**config.mk**
```make
export PLATFORM = sky130hd
export DESIGN_NAME = kbc_gate_reset_control
export DESIGN_NICKNAME = d
export VERILOG_FILES = /design/src/hdl/kbc_pkg.sv /design/src/hdl/kbc_gate_reset_control.sv
export VERILOG_INCLUDE_DIRS = /design/src /design/src/hdl
export SDC_FILE = /design/constraint.sdc
export NUM_CORES = 1
export LEC_CHECK = 0
export BUFFER_PORTS_ARGS = -buffer_cell sky130_fd_sc_hd__buf_2
export CORE_MARGIN = 3
export CORE_UTILIZATION = 55
export DETAILED_ROUTE_END_ITERATION = 10
export PLACE_DENSITY_LB_ADDON = 0.08
export SYNTH_ARGS = -nofsm -noshare
export SYNTH_HDL_FRONTEND = slang
export SYNTH_SLANG_ARGS = --single-unit
```
**constraint.sdc**
```tcl
create_clock -name mclk -period 3.3 [get_ports mclk]
set_clock_uncertainty 0.05 [all_clocks]
set_input_delay 0.165 -clock mclk [delete_from_list [all_inputs] [get_ports mclk]]
set_output_delay 0.165 -clock mclk [all_outputs]
set_load 0.01 [all_outputs]
```
**src/hdl/kbc_params.svh**
```systemverilog
`ifndef KBC_PARAMS_SVH
`define KBC_PARAMS_SVH

// Register addresses on the host port
`define KBC_A_DATA      8'h60
`define KBC_A_CMD       8'h64
`define KBC_A_P92       8'h92
`define KBC_A_CTRL      8'hF0

// Command codes
`define KBC_C_KB_TEST   8'hAB
`define KBC_C_KB_DIS    8'hAD
`define KBC_C_KB_EN     8'hAE
`define KBC_C_RD_P1     8'hC0
`define KBC_C_P1_LO     8'hC1
`define KBC_C_P1_HI     8'hC2
`define KBC_C_RD_P2     8'hD0
`define KBC_C_WR_P2     8'hD1
`define KBC_C_ECHO_KB   8'hD2
`define KBC_C_ECHO_AUX  8'hD3
`define KBC_C_WR_AUX    8'hD4
`define KBC_C_RD_TEST   8'hE0
`define KBC_C_PULSE_HI  4'hF

// Interface test answers
`define KBC_T_OK        8'h00
`define KBC_T_CLK_LOW   8'h01
`define KBC_T_CLK_HIGH  8'h02
`define KBC_T_DAT_LOW   8'h03
`define KBC_T_DAT_HIGH  8'h04

// Control register fields
`define KBC_CTRL_RESET  8'h00
`define KBC_CTRL_CLK_HI 7
`define KBC_CTRL_CLK_LO 6
`define KBC_CTRL_FAST_PORT_ENABLE  2
`define KBC_CTRL_HGA    1
`define KBC_CTRL_HKB    0

// Fast control register fields
`define KBC_P92_RESET   8'h24
`define KBC_P92_FIXED   8'h24
`define KBC_P92_GATE    1
`define KBC_P92_PULSE   0

// Status register fields
`define KBC_ST_OBF      0
`define KBC_ST_CD       3
`define KBC_ST_INH      4
`define KBC_ST_AUX      5

// Output port two reset: gate low, reset released
`define KBC_P2_RESET    8'h01
`define KBC_P2_GATE     1
`define KBC_P2_RST      0

// Timing
`define KBC_CLK_NS      100
`define KBC_RST_DLY_NS  14000
`define KBC_RST_LOW_NS  6000

`endif

```
**src/hdl/kbc_pkg.sv**
```systemverilog
package kbc_pkg;

  typedef enum logic [2:0] {
    PEND_NONE,
    PEND_P2,
    PEND_ECHO_KB,
    PEND_ECHO_AUX,
    PEND_AUX
  } pend_e;

  typedef enum logic [1:0] {
    PL_IDLE,
    PL_DELAY,
    PL_LOW
  } pulse_e;

  typedef enum logic [1:0] {
    NIB_OFF,
    NIB_LO,
    NIB_HI
  } nib_e;

endpackage

```
**src/hdl/kbc_gate_reset_control.sv**
```systemverilog
// The implementer's own choice: the strobed register port.
`timescale 1ns/1ps
`include "kbc_params.svh"

module kbc_gate_reset_control #(
  parameter int CLK_NS = `KBC_CLK_NS
) (
  input  wire logic       mclk,
  input  wire logic       resetn,
  input  wire logic [7:0] addr,
  input  wire logic [7:0] wdata,
  input  wire logic       wr,
  input  wire logic       rd,
  output logic      [7:0] rdata,
  input  wire logic [7:0] input_port_one,
  input  wire logic [1:0] test_in,
  input  wire logic       kb_clk_in,
  input  wire logic       kb_data_in,
  input  wire logic       fw_addr_gate,
  input  wire logic       fw_reset_n,
  output logic            addr_line_gate,
  output logic            keyboard_reset_out_n,
  output logic      [1:0] clock_select,
  output logic            kb_if_enable,
  output logic      [7:0] kb_tx_data,
  output logic            kb_tx_valid,
  output logic      [7:0] aux_tx_data,
  output logic            aux_tx_valid
);

  localparam int DLY_CYC = (`KBC_RST_DLY_NS + CLK_NS - 1) / CLK_NS;
  localparam int LOW_CYC = (`KBC_RST_LOW_NS + CLK_NS - 1) / CLK_NS;
  localparam int CW      = 12;

  if (CLK_NS < 1 || DLY_CYC >= (1 << CW) || LOW_CYC < 1) begin : g_bad_clk
    $error("CLK_NS gives reset timing out of counter range");
  end

  // Pin sampling: three stages, accept on agreement of last two
  logic [11:0] pin_s1_q;
  logic [11:0] pin_s2_q;
  logic [11:0] pin_s3_q;
  logic [11:0] pin_q;
  wire  [11:0] pin_raw = {input_port_one, test_in, kb_clk_in, kb_data_in};
  wire  [11:0] pin_agree = ~(pin_s2_q ^ pin_s3_q);

  always_ff @(posedge mclk) begin
    pin_s1_q <= pin_raw;
    pin_s2_q <= pin_s1_q;
    pin_s3_q <= pin_s2_q;
    if (!resetn) begin
      pin_q <= 12'h000;
    end else begin
      pin_q <= (pin_s3_q & pin_agree) | (pin_q & ~pin_agree);
    end
  end

  wire [7:0] p1      = pin_q[11:4];
  wire [1:0] tst     = pin_q[3:2];
  wire       kb_clk  = pin_q[1];
  wire       kb_dat  = pin_q[0];

  // Address decode
  wire wr_data = wr && (addr == `KBC_A_DATA);
  wire wr_cmd  = wr && (addr == `KBC_A_CMD);
  wire wr_p92  = wr && (addr == `KBC_A_P92);
  wire wr_ctrl = wr && (addr == `KBC_A_CTRL);
  wire rd_data = rd && (addr == `KBC_A_DATA);

  // State
  kbc_pkg::pend_e  pend_q;
  kbc_pkg::pulse_e pl_q;
  kbc_pkg::nib_e   nib_q;
  logic [7:0]      ctrl_q;
  logic [1:0]      p92_q;
  logic [7:0]      p2_q;
  logic [7:0]      obuf_q;
  logic            obf_q;
  logic            aux_obf_q;
  logic            cd_q;
  logic            kb_en_q;
  logic [CW-1:0]   cnt_q;

  wire fast_port_enable = ctrl_q[`KBC_CTRL_FAST_PORT_ENABLE];
  wire hga   = ctrl_q[`KBC_CTRL_HGA];
  wire hkb   = ctrl_q[`KBC_CTRL_HKB];

  // Interface test: a low line reads as stuck low
  wire [7:0] kb_test = !kb_clk ? `KBC_T_CLK_LOW :
                       !kb_dat ? `KBC_T_DAT_LOW : `KBC_T_OK;

  // Pulse trigger from even Fx command or fast register bit rising
  wire cmd_pulse = wr_cmd && (wdata[7:4] == `KBC_C_PULSE_HI)
                   && !wdata[0];
  wire p92_pulse = wr_p92 && fast_port_enable && wdata[`KBC_P92_PULSE]
                   && !p92_q[`KBC_P92_PULSE];
  wire pulse_go  = cmd_pulse || p92_pulse;

  // Command byte: result byte and whether it loads the buffer
  logic       res_load;
  logic [7:0] res_byte;

  always_comb begin
    res_load = 1'b1;
    res_byte = 8'h00;
    case (wdata)
      `KBC_C_KB_TEST: res_byte = kb_test;
      `KBC_C_RD_P1:   res_byte = p1;
      `KBC_C_RD_P2:   res_byte = p2_q;
      `KBC_C_RD_TEST: res_byte = {6'h00, tst};
      default:        res_load = 1'b0;
    endcase
  end

  // Host write side and command interpreter
  always_ff @(posedge mclk) begin
    if (!resetn) begin
      pend_q    <= kbc_pkg::PEND_NONE;
      nib_q     <= kbc_pkg::NIB_OFF;
      p2_q      <= `KBC_P2_RESET;
      obuf_q    <= 8'h00;
      obf_q     <= 1'b0;
      aux_obf_q <= 1'b0;
      cd_q      <= 1'b0;
      kb_en_q   <= 1'b1;
    end else if (wr_cmd) begin
      cd_q   <= 1'b1;
      pend_q <= kbc_pkg::PEND_NONE;
      nib_q  <= kbc_pkg::NIB_OFF;
      if (res_load) begin
        obuf_q    <= res_byte;
        obf_q     <= 1'b1;
        aux_obf_q <= 1'b0;
      end
      case (wdata)
        `KBC_C_KB_DIS:   kb_en_q <= 1'b0;
        `KBC_C_KB_EN:    kb_en_q <= 1'b1;
        `KBC_C_P1_LO:    nib_q <= kbc_pkg::NIB_LO;
        `KBC_C_P1_HI:    nib_q <= kbc_pkg::NIB_HI;
        `KBC_C_WR_P2:    pend_q <= kbc_pkg::PEND_P2;
        `KBC_C_ECHO_KB:  pend_q <= kbc_pkg::PEND_ECHO_KB;
        `KBC_C_ECHO_AUX: pend_q <= kbc_pkg::PEND_ECHO_AUX;
        `KBC_C_WR_AUX:   pend_q <= kbc_pkg::PEND_AUX;
        default:         pend_q <= kbc_pkg::PEND_NONE;
      endcase
    end else if (wr_data) begin
      cd_q   <= 1'b0;
      pend_q <= kbc_pkg::PEND_NONE;
      case (pend_q)
        kbc_pkg::PEND_P2: begin
          p2_q <= wdata;
        end
        kbc_pkg::PEND_ECHO_KB: begin
          obuf_q    <= wdata;
          obf_q     <= 1'b1;
          aux_obf_q <= 1'b0;
        end
        kbc_pkg::PEND_ECHO_AUX: begin
          obuf_q    <= wdata;
          obf_q     <= 1'b1;
          aux_obf_q <= 1'b1;
        end
        default: begin
        end
      endcase
    end else if (rd_data) begin
      obf_q     <= 1'b0;
      aux_obf_q <= 1'b0;
    end
  end

  // Outgoing bytes to the keyboard or auxiliary device
  always_ff @(posedge mclk) begin
    if (!resetn) begin
      kb_tx_data   <= 8'h00;
      kb_tx_valid  <= 1'b0;
      aux_tx_data  <= 8'h00;
      aux_tx_valid <= 1'b0;
    end else begin
      kb_tx_valid  <= wr_data && (pend_q == kbc_pkg::PEND_NONE) && kb_en_q;
      aux_tx_valid <= wr_data && (pend_q == kbc_pkg::PEND_AUX);
      if (wr_data) begin
        kb_tx_data  <= wdata;
        aux_tx_data <= wdata;
      end
    end
  end

  // Control and fast registers
  always_ff @(posedge mclk) begin
    if (!resetn) begin
      ctrl_q <= `KBC_CTRL_RESET;
      p92_q  <= 2'(`KBC_P92_RESET & 8'h03);
    end else begin
      if (wr_ctrl) begin
        ctrl_q <= wdata & 8'hC7;
      end
      if (wr_p92) begin
        p92_q <= wdata[1:0];
      end
    end
  end

  // Reset pulse: delay phase, then low phase; busy ignores triggers
  always_ff @(posedge mclk) begin
    if (!resetn) begin
      pl_q  <= kbc_pkg::PL_IDLE;
      cnt_q <= '0;
    end else begin
      case (pl_q)
        kbc_pkg::PL_IDLE: begin
          if (pulse_go) begin
            pl_q  <= kbc_pkg::PL_DELAY;
            cnt_q <= CW'(DLY_CYC - 1);
          end
        end
        kbc_pkg::PL_DELAY: begin
          if (cnt_q == '0) begin
            pl_q  <= kbc_pkg::PL_LOW;
            cnt_q <= CW'(LOW_CYC - 1);
          end else begin
            cnt_q <= cnt_q - 1'b1;
          end
        end
        kbc_pkg::PL_LOW: begin
          if (cnt_q == '0) begin
            pl_q <= kbc_pkg::PL_IDLE;
          end else begin
            cnt_q <= cnt_q - 1'b1;
          end
        end
        default: pl_q <= kbc_pkg::PL_IDLE;
      endcase
    end
  end

  // Output merge; registered so the pins never glitch on select changes
  wire gate_hw  = hga ? p2_q[`KBC_P2_GATE] : fw_addr_gate;
  wire gate_d   = gate_hw | (fast_port_enable & p92_q[`KBC_P92_GATE]);
  wire rst_lvl  = hkb ? p2_q[`KBC_P2_RST] : fw_reset_n;
  wire rst_d    = rst_lvl && (pl_q != kbc_pkg::PL_LOW);

  always_ff @(posedge mclk) begin
    if (!resetn) begin
      addr_line_gate       <= 1'b0;
      keyboard_reset_out_n <= 1'b1;
    end else begin
      addr_line_gate       <= gate_d;
      keyboard_reset_out_n <= rst_d;
    end
  end

  assign clock_select = ctrl_q[`KBC_CTRL_CLK_HI:`KBC_CTRL_CLK_LO];
  assign kb_if_enable = kb_en_q;

  // Status byte, upper nibble replaced while a nibble copy runs
  logic [7:0] status;

  always_comb begin
    status = 8'h00;
    status[`KBC_ST_OBF] = obf_q;
    status[`KBC_ST_CD]  = cd_q;
    status[`KBC_ST_INH] = kb_en_q;
    status[`KBC_ST_AUX] = aux_obf_q;
    case (nib_q)
      kbc_pkg::NIB_LO: status[7:4] = p1[3:0];
      kbc_pkg::NIB_HI: status[7:4] = p1[7:4];
      default: begin
      end
    endcase
  end

  // Read mux; unmapped addresses read zero
  logic [7:0] rd_mux;

  always_comb begin
    case (addr)
      `KBC_A_DATA: rd_mux = obuf_q;
      `KBC_A_CMD:  rd_mux = status;
      `KBC_A_P92:  rd_mux = `KBC_P92_FIXED | {6'h00, p92_q};
      `KBC_A_CTRL: rd_mux = ctrl_q;
      default:     rd_mux = 8'h00;
    endcase
  end

  always_ff @(posedge mclk) begin
    if (!resetn) begin
      rdata <= 8'h00;
    end else begin
      rdata <= rd ? rd_mux : 8'h00;
    end
  end

endmodule

```
==> flow_summary.toml, run 1 <==
[synth]
syn_nets = 547
synth_area_per_cell_um2 = 9.29
synth_top_area_share_pct = 48.6
synth_flop_cell = "dfxtp_1"
ys_seq_area_share_pct = 48.6
netlist_instances = 505
ys_warn_count = 0
synth_area_leaders = "dfxtp_1 49%, nand2_1 4.9%, a21oi_1 4.2%"
synth-seq-cells = 114
postSynth.asyncResetShare_pct = 0
synth_cell_types = 64
syn_area_um2 = 4690
yosys.area.top_type = "dfxtp_1"
synth_edf_count = 0

[worst_setup_path]
required_ns = 3.65
cp_top_family = "simple AND/OR/NAND/NOR gates"
cpMaxStageDelayCell = "nor4_1"
crit_chain = "nor4_1, nand4_1, o211ai_2, o211ai_1, a32o_1"
cp.arrival_ns = 2.69
max_stage_delay_ns = 0.56
crit_path_max_fanout = 7
cp_num_buf_inv = 0
cp-start-kind = "register"
endpoint_kind = "register"
crit_type = "reg -> reg"

[finish]
final_nets = 620
fin_area_um2 = 5830
drive_gt1_share_pct = 19.5
final_common_cell = "dfxtp_1"
mostFrequentLayoutCells = "114 x dfxtp_1, 64 x buf_2, 61 x nand2_1, 41 x nor2_1, 39 x a21oi_1"
final_cells = 695
antenna_cells = 0
syn_to_final_growth_pct = 24.3

[floorplan]
die-area_um2 = 9670
io_pins = 65
coreArea_um2 = 8260
die_w_um = 98.4
initial_core_util_pct = 56.8
fp-row-count = 33
die_h_um = 98.4

[power_and_ir_drop]
ir_drop_mv = 0.541
p_switching_w = 0.000999
p_total_w = 0.00392
p_per_area_nw_per_um2 = 672
power_frac_comb_pct = 12.4
pwr-share-clk_pct = 50.0
seqPwrFrac_pct = 37.7
intPower_w = 0.00292
swShare_pct = 25.5
p_leak_nw = 2.31

[global_routing]
grt-ovfl-total = 0
grt_pass1_vias = 3897
grt_max_degree = 40
antenna_found_initial = 0
grt_use_total_pct = 25.6
grt_pass1_wl_mm = 19.8

[drt]
num_vias = 4130
drt-total-wl_mm = 12.1
dr.pass1.iters = 6
antenna_left = 0
vias_per_cell = 5.94
drc = 0
wl_per_cell_um = 17.4
dr.first_iter.drc_count = 358

[clock_tree]
cts.path.max_buffers = 2
cts_buffers = 17
cts.sink_count = 114
ctsHoldBuffers = 23
cts_setup_buffers = 0
cts_tree = "done"
cts-htree-levels = 4
insertion_delay_ns = 0.52
cts_resized = 0
cts_root_buffer = "clkbuf_8"
path_clk_slew_ns = 0.06

[sta]
holdWs_ns = 0.00792
slew_viol_final = 0
rsz0062_at_grt = "no"
fin_crit_ns = 2.33
max-slew-margin-rel_pct = 30.9
final.setup.tns_ns = 0
setup_viol = 0
tightest_slew_ns = 1.02
fin_crit_sh_pct = 70.8
max_freq_ghz = 0.428
hold_violations = 0

[place]
gp_congestion = 0.899
port_buffers = 64
place_hpwl_mm = 7.98
placed_cells_incl_taps = 641
place_area_um2 = 4970

[worst_hold_path]
hold_class = "in -> reg"

[status]
status = "completed"

[job]
cap_violations = 0
worst reg2reg max path, cell delays in order, from the launching register on:
cell	delay (ns)
dfxtp_1	0.35
nor4_1	0.56
nand4_1	0.38
o211ai_2	0.43
o211ai_1	0.17
a32o_1	0.28
power by group through the flow:
| stage | Combinational, W | Clock [W] | Sequential (W) |
|---|---|---|---|
| 6_report | 0.000484 | 0.00196 | 0.00147 |
| 5_1_grt | 0.000542 | 0.00204 | 0.00148 |
| 4_1_cts | 0.000478 | 0.00198 | 0.00147 |
| 3_5_place_dp | 0.000454 | 0 | 0.00150 |
| 3_3_place_gp | 0.000446 | 0 | 0.00150 |
| 2_1_floorplan | 0.000345 | 0 | 0.00149 |
area by class of cell:
type                            instances  area [um2]
Clock buffer                           19         422
Timing Repair Buffer                   92         588
Clock inverter                         12         206
Inverter                               12        45.0
Fill cell                             662        2430
Sequential cell                       114        2280
Multi-Input combinational cell        341        2160
Tap cell                              105         131
per-stage QoR:
step,utilization [%],worst slack (ns)
after detailed placement,60.2,0.817
after global placement,60.2,0.853
after global routing,70.6,0.758
final,70.6,0.965
after CTS,70.6,1.03
after floorplan,-,1.32
per-layer routing:
layer,GRT usage [%],vias to the layer above,share of wire (%)
met1,34.0,1930,44
li1,-,1986,-
met2,40.6,192,47
met5,0,-,0
met3,6.79,22,7.3
met4,8.19,0,1.6
synth_stat cells, types with 3 or more instances:
library cell,number
o21a_1,3
nor2b_1,4
nand2_1,61
ha_1,8
nand3_1,11
dfxtp_1,114
clkbuf_1,15
a211oi_1,3
a311oi_1,5
nor4_1,10
nand4_1,3
nor2_1,41
or4_1,5
inv_1,12
buf_4,12
o221a_2,3
a32o_1,4
o21ai_0,23
a22o_1,6
a22oi_1,4
nor3_1,19
and2_1,6
mux2i_1,19
nor4b_1,3
or3_1,6
a222oi_1,4
a21oi_1,39
buf_2,10
o211ai_1,5
cells by family after synthesis:
family | share of synthesized area (%)
AO/OA/AOI/OAI | 18.2
XOR/XNOR | 0.187
adder cells (fa/ha/maj) | 2.13
buffers and inverters | 5.39
flip-flops | 48.6
multiplexers | 4.05
AND/OR/NAND/NOR | 21.4
path summary, 6_finish.rpt:
| kind | startpoint | endpoint | slack, ns | depth (start not counted) |
|---|---|---|---|---|
| min reg2reg | pin_s1_q[11] | pin_s2_q[11] | 0.27 | 0 |
| max reg2reg | cnt_q[2] | cnt_q[8] | 0.97 | 5 |
| min | fw_reset_n | keyboard_reset_out_n | 0.008 | 3 |
| max | cnt_q[2] | cnt_q[8] | 0.97 | 5 |
(Power assumes the default switching activity.)
==> run 2, diff against run 1 <==
Settings changed: CORE_UTILIZATION 55 to 51.
Clock period 3.3 ns to 1.97 ns, I/O delays scaled along.
==> run 2 against run 1 <==
Critical path type unchanged. Cell count rose by 8.5%. Flip-flop and latch count did not move. The run now ends with setup timing left. Setup slack got worse by 0.97 ns. Total power rose by 67%. Clock power rose by 46%. Via count rose by 5.0%.
==> flow_summary.toml, run 2 (synthesis results as in run 1) <==
[drt]
wl_per_cell_um = 16.7
highest-signal-layer = "met4"
dr.pass1.iters = 7
drc = 0
route.met2.wl_mm = 5.83
num_vias = 4336
vias_per_cell = 5.75
dr.first_iter.drc_count = 363
antenna_left = 0
drt-total-wl_mm = 12.6
wl_met1_mm = 5.71
wl_met3_um = 845

[finish]
final_common_cell = "dfxtp_1"
syn_to_final_growth_pct = 33.9
antenna_cells = 0
final_nets = 675
final_cells = 754
fill_cells = 693
mostFrequentLayoutCells = "111 x dfxtp_1, 64 x buf_2, 61 x nand2_1, 57 x buf_4, 39 x nor2_1"
drive_gt1_share_pct = 29.3
fin_area_um2 = 6280
fin_util_pct = 71.0

[sta]
setup_slack_ns = -0.00936
hold_violations = 0
fin_crit_ns = 1.98
fin_crit_sh_pct = 100
slew_viol_final = 0
setup_viol = 2
max_freq_ghz = 0.505
tightest_slew_ns = 0.641
rsz0062_at_grt = "yes"
max-slew-margin-rel_pct = 57.2
final.setup.tns_ns = -0.0169

[place]
gp_congestion = 0.929
place_hpwl_mm = 8.77
pre_cts_slack_ns = -0.0702
place_area_um2 = 5390
port_buffers = 64
placed_cells_incl_taps = 697

[status]
failed_checks = "setup timing"
status = "finished, violations left"

[floorplan]
fp-row-count = 34
die_w_um = 102
initial_core_util_pct = 53.0
coreArea_um2 = 8850
die-area_um2 = 10400
die_h_um = 102
io_pins = 65

[worst_setup_path]
cp-start-kind = "register"
crit_path_max_fanout = 4
r2r_slack_ns = -0.009
crit_type = "reg -> reg"
cp.arrival_ns = 2.33
r2r-start = "cnt_q[2]"
endpoint_kind = "register"
required_ns = 2.32
crit_start = "cnt_q[2]"

[power_and_ir_drop]
ir_drop_mv = 0.816
p_per_area_nw_per_um2 = 1040
p_leak_nw = 2.58

[clock_tree]
cts_tree = "done"
path_clk_slew_ns = 0.06
cts_setup_buffers = 0
cts_root_buffer = "clkbuf_8"
cts.sink_count = 114
insertion_delay_ns = 0.51
cts.path.max_buffers = 2
cts_buffers = 17
cts-htree-levels = 4

[global_routing]
antenna_found_initial = 0
grt_pass1_vias = 4046
grt_use_total_pct = 25.0
grt_pass1_wl_mm = 20.1
grt_max_degree = 30
grt-ovfl-total = 0

[worst_hold_path]
hp-start = "wr"
hold_class = "in -> reg"

[job]
cap_violations = 0
run 2: changes by cell type in the layout (fill, tap and decap cells not counted), moves of 3 or more:
cell,before,now
buf_4,5,57
bufinv_16,5,1
clkinv_4,1,5
clkinvlp_4,4,0
inv_6,2,6
dfxtp_1,114,111
dfxtp_2,0,3
nor3_1,19,16
run 2: power breakdown:
part,internal (W),leakage [nW],total (W),switching (W)
Sequential,0.00240,0.937,0.00246,0.0000570
Combinational,0.000577,1.36,0.00122,0.000643
Clock,0.00171,0.280,0.00287,0.00117
Total,0.00468,2.58,0.00655,0.00187
run 2: final cells by class:
| class | instances | area [um2] | area share (%) |
|---|---|---|---|
| repair buffers | 147 | 1020 | 16.2 |
| clock buffers | 17 | 414 | 6.59 |
| inverters | 12 | 45.0 | 0.717 |
| multi-input cells | 341 | 2240 | 35.6 |
| flip-flops and latches | 114 | 2290 | 36.4 |
| clock inverters | 15 | 148 | 2.35 |
| well taps | 108 | 135 | 2.15 |
run 2: per-layer routing:
layer	global-route usage, %	up-vias
met3	6.55	18
met5	0	-
met4	7.77	0
li1	-	2088
met1	33.5	2066
met2	39.9	164
run 2: worst max-delay path, cell delays in order (launching register included):
cell and delay, ns:
dfxtp_2 0.33, or4_4 0.52, or4_4 0.48, nor3_4 0.14, o211ai_1 0.11, a31o_2 0.25
run 2: final timing paths:
check / depth (start not counted) / endpoint
worst min register to register: 0 / pin_s2_q[8]
worst min-delay path: 5 / pend_q[0]
worst max register to register: 5 / cnt_q[11]
worst max-delay path: 5 / cnt_q[11]
run 2: stage by stage:
step           hold slack (ns)  total power [W]
3_5_place_dp             0.152          0.00352
2_1_floorplan           0.0762          0.00308
3_3_place_gp             0.152          0.00350
6_report                0.0549          0.00655
4_1_cts                 0.0207          0.00649
5_1_grt                 0.0645          0.00684
run 2: what timing repair did:
action / CTS / global route
hold endpoints to repair: 47 / 0
setup endpoints to repair: 4 / 15
hold buffers: 25 / 0
gates resized for setup: 5 / 15
pin swaps: 0 / 4
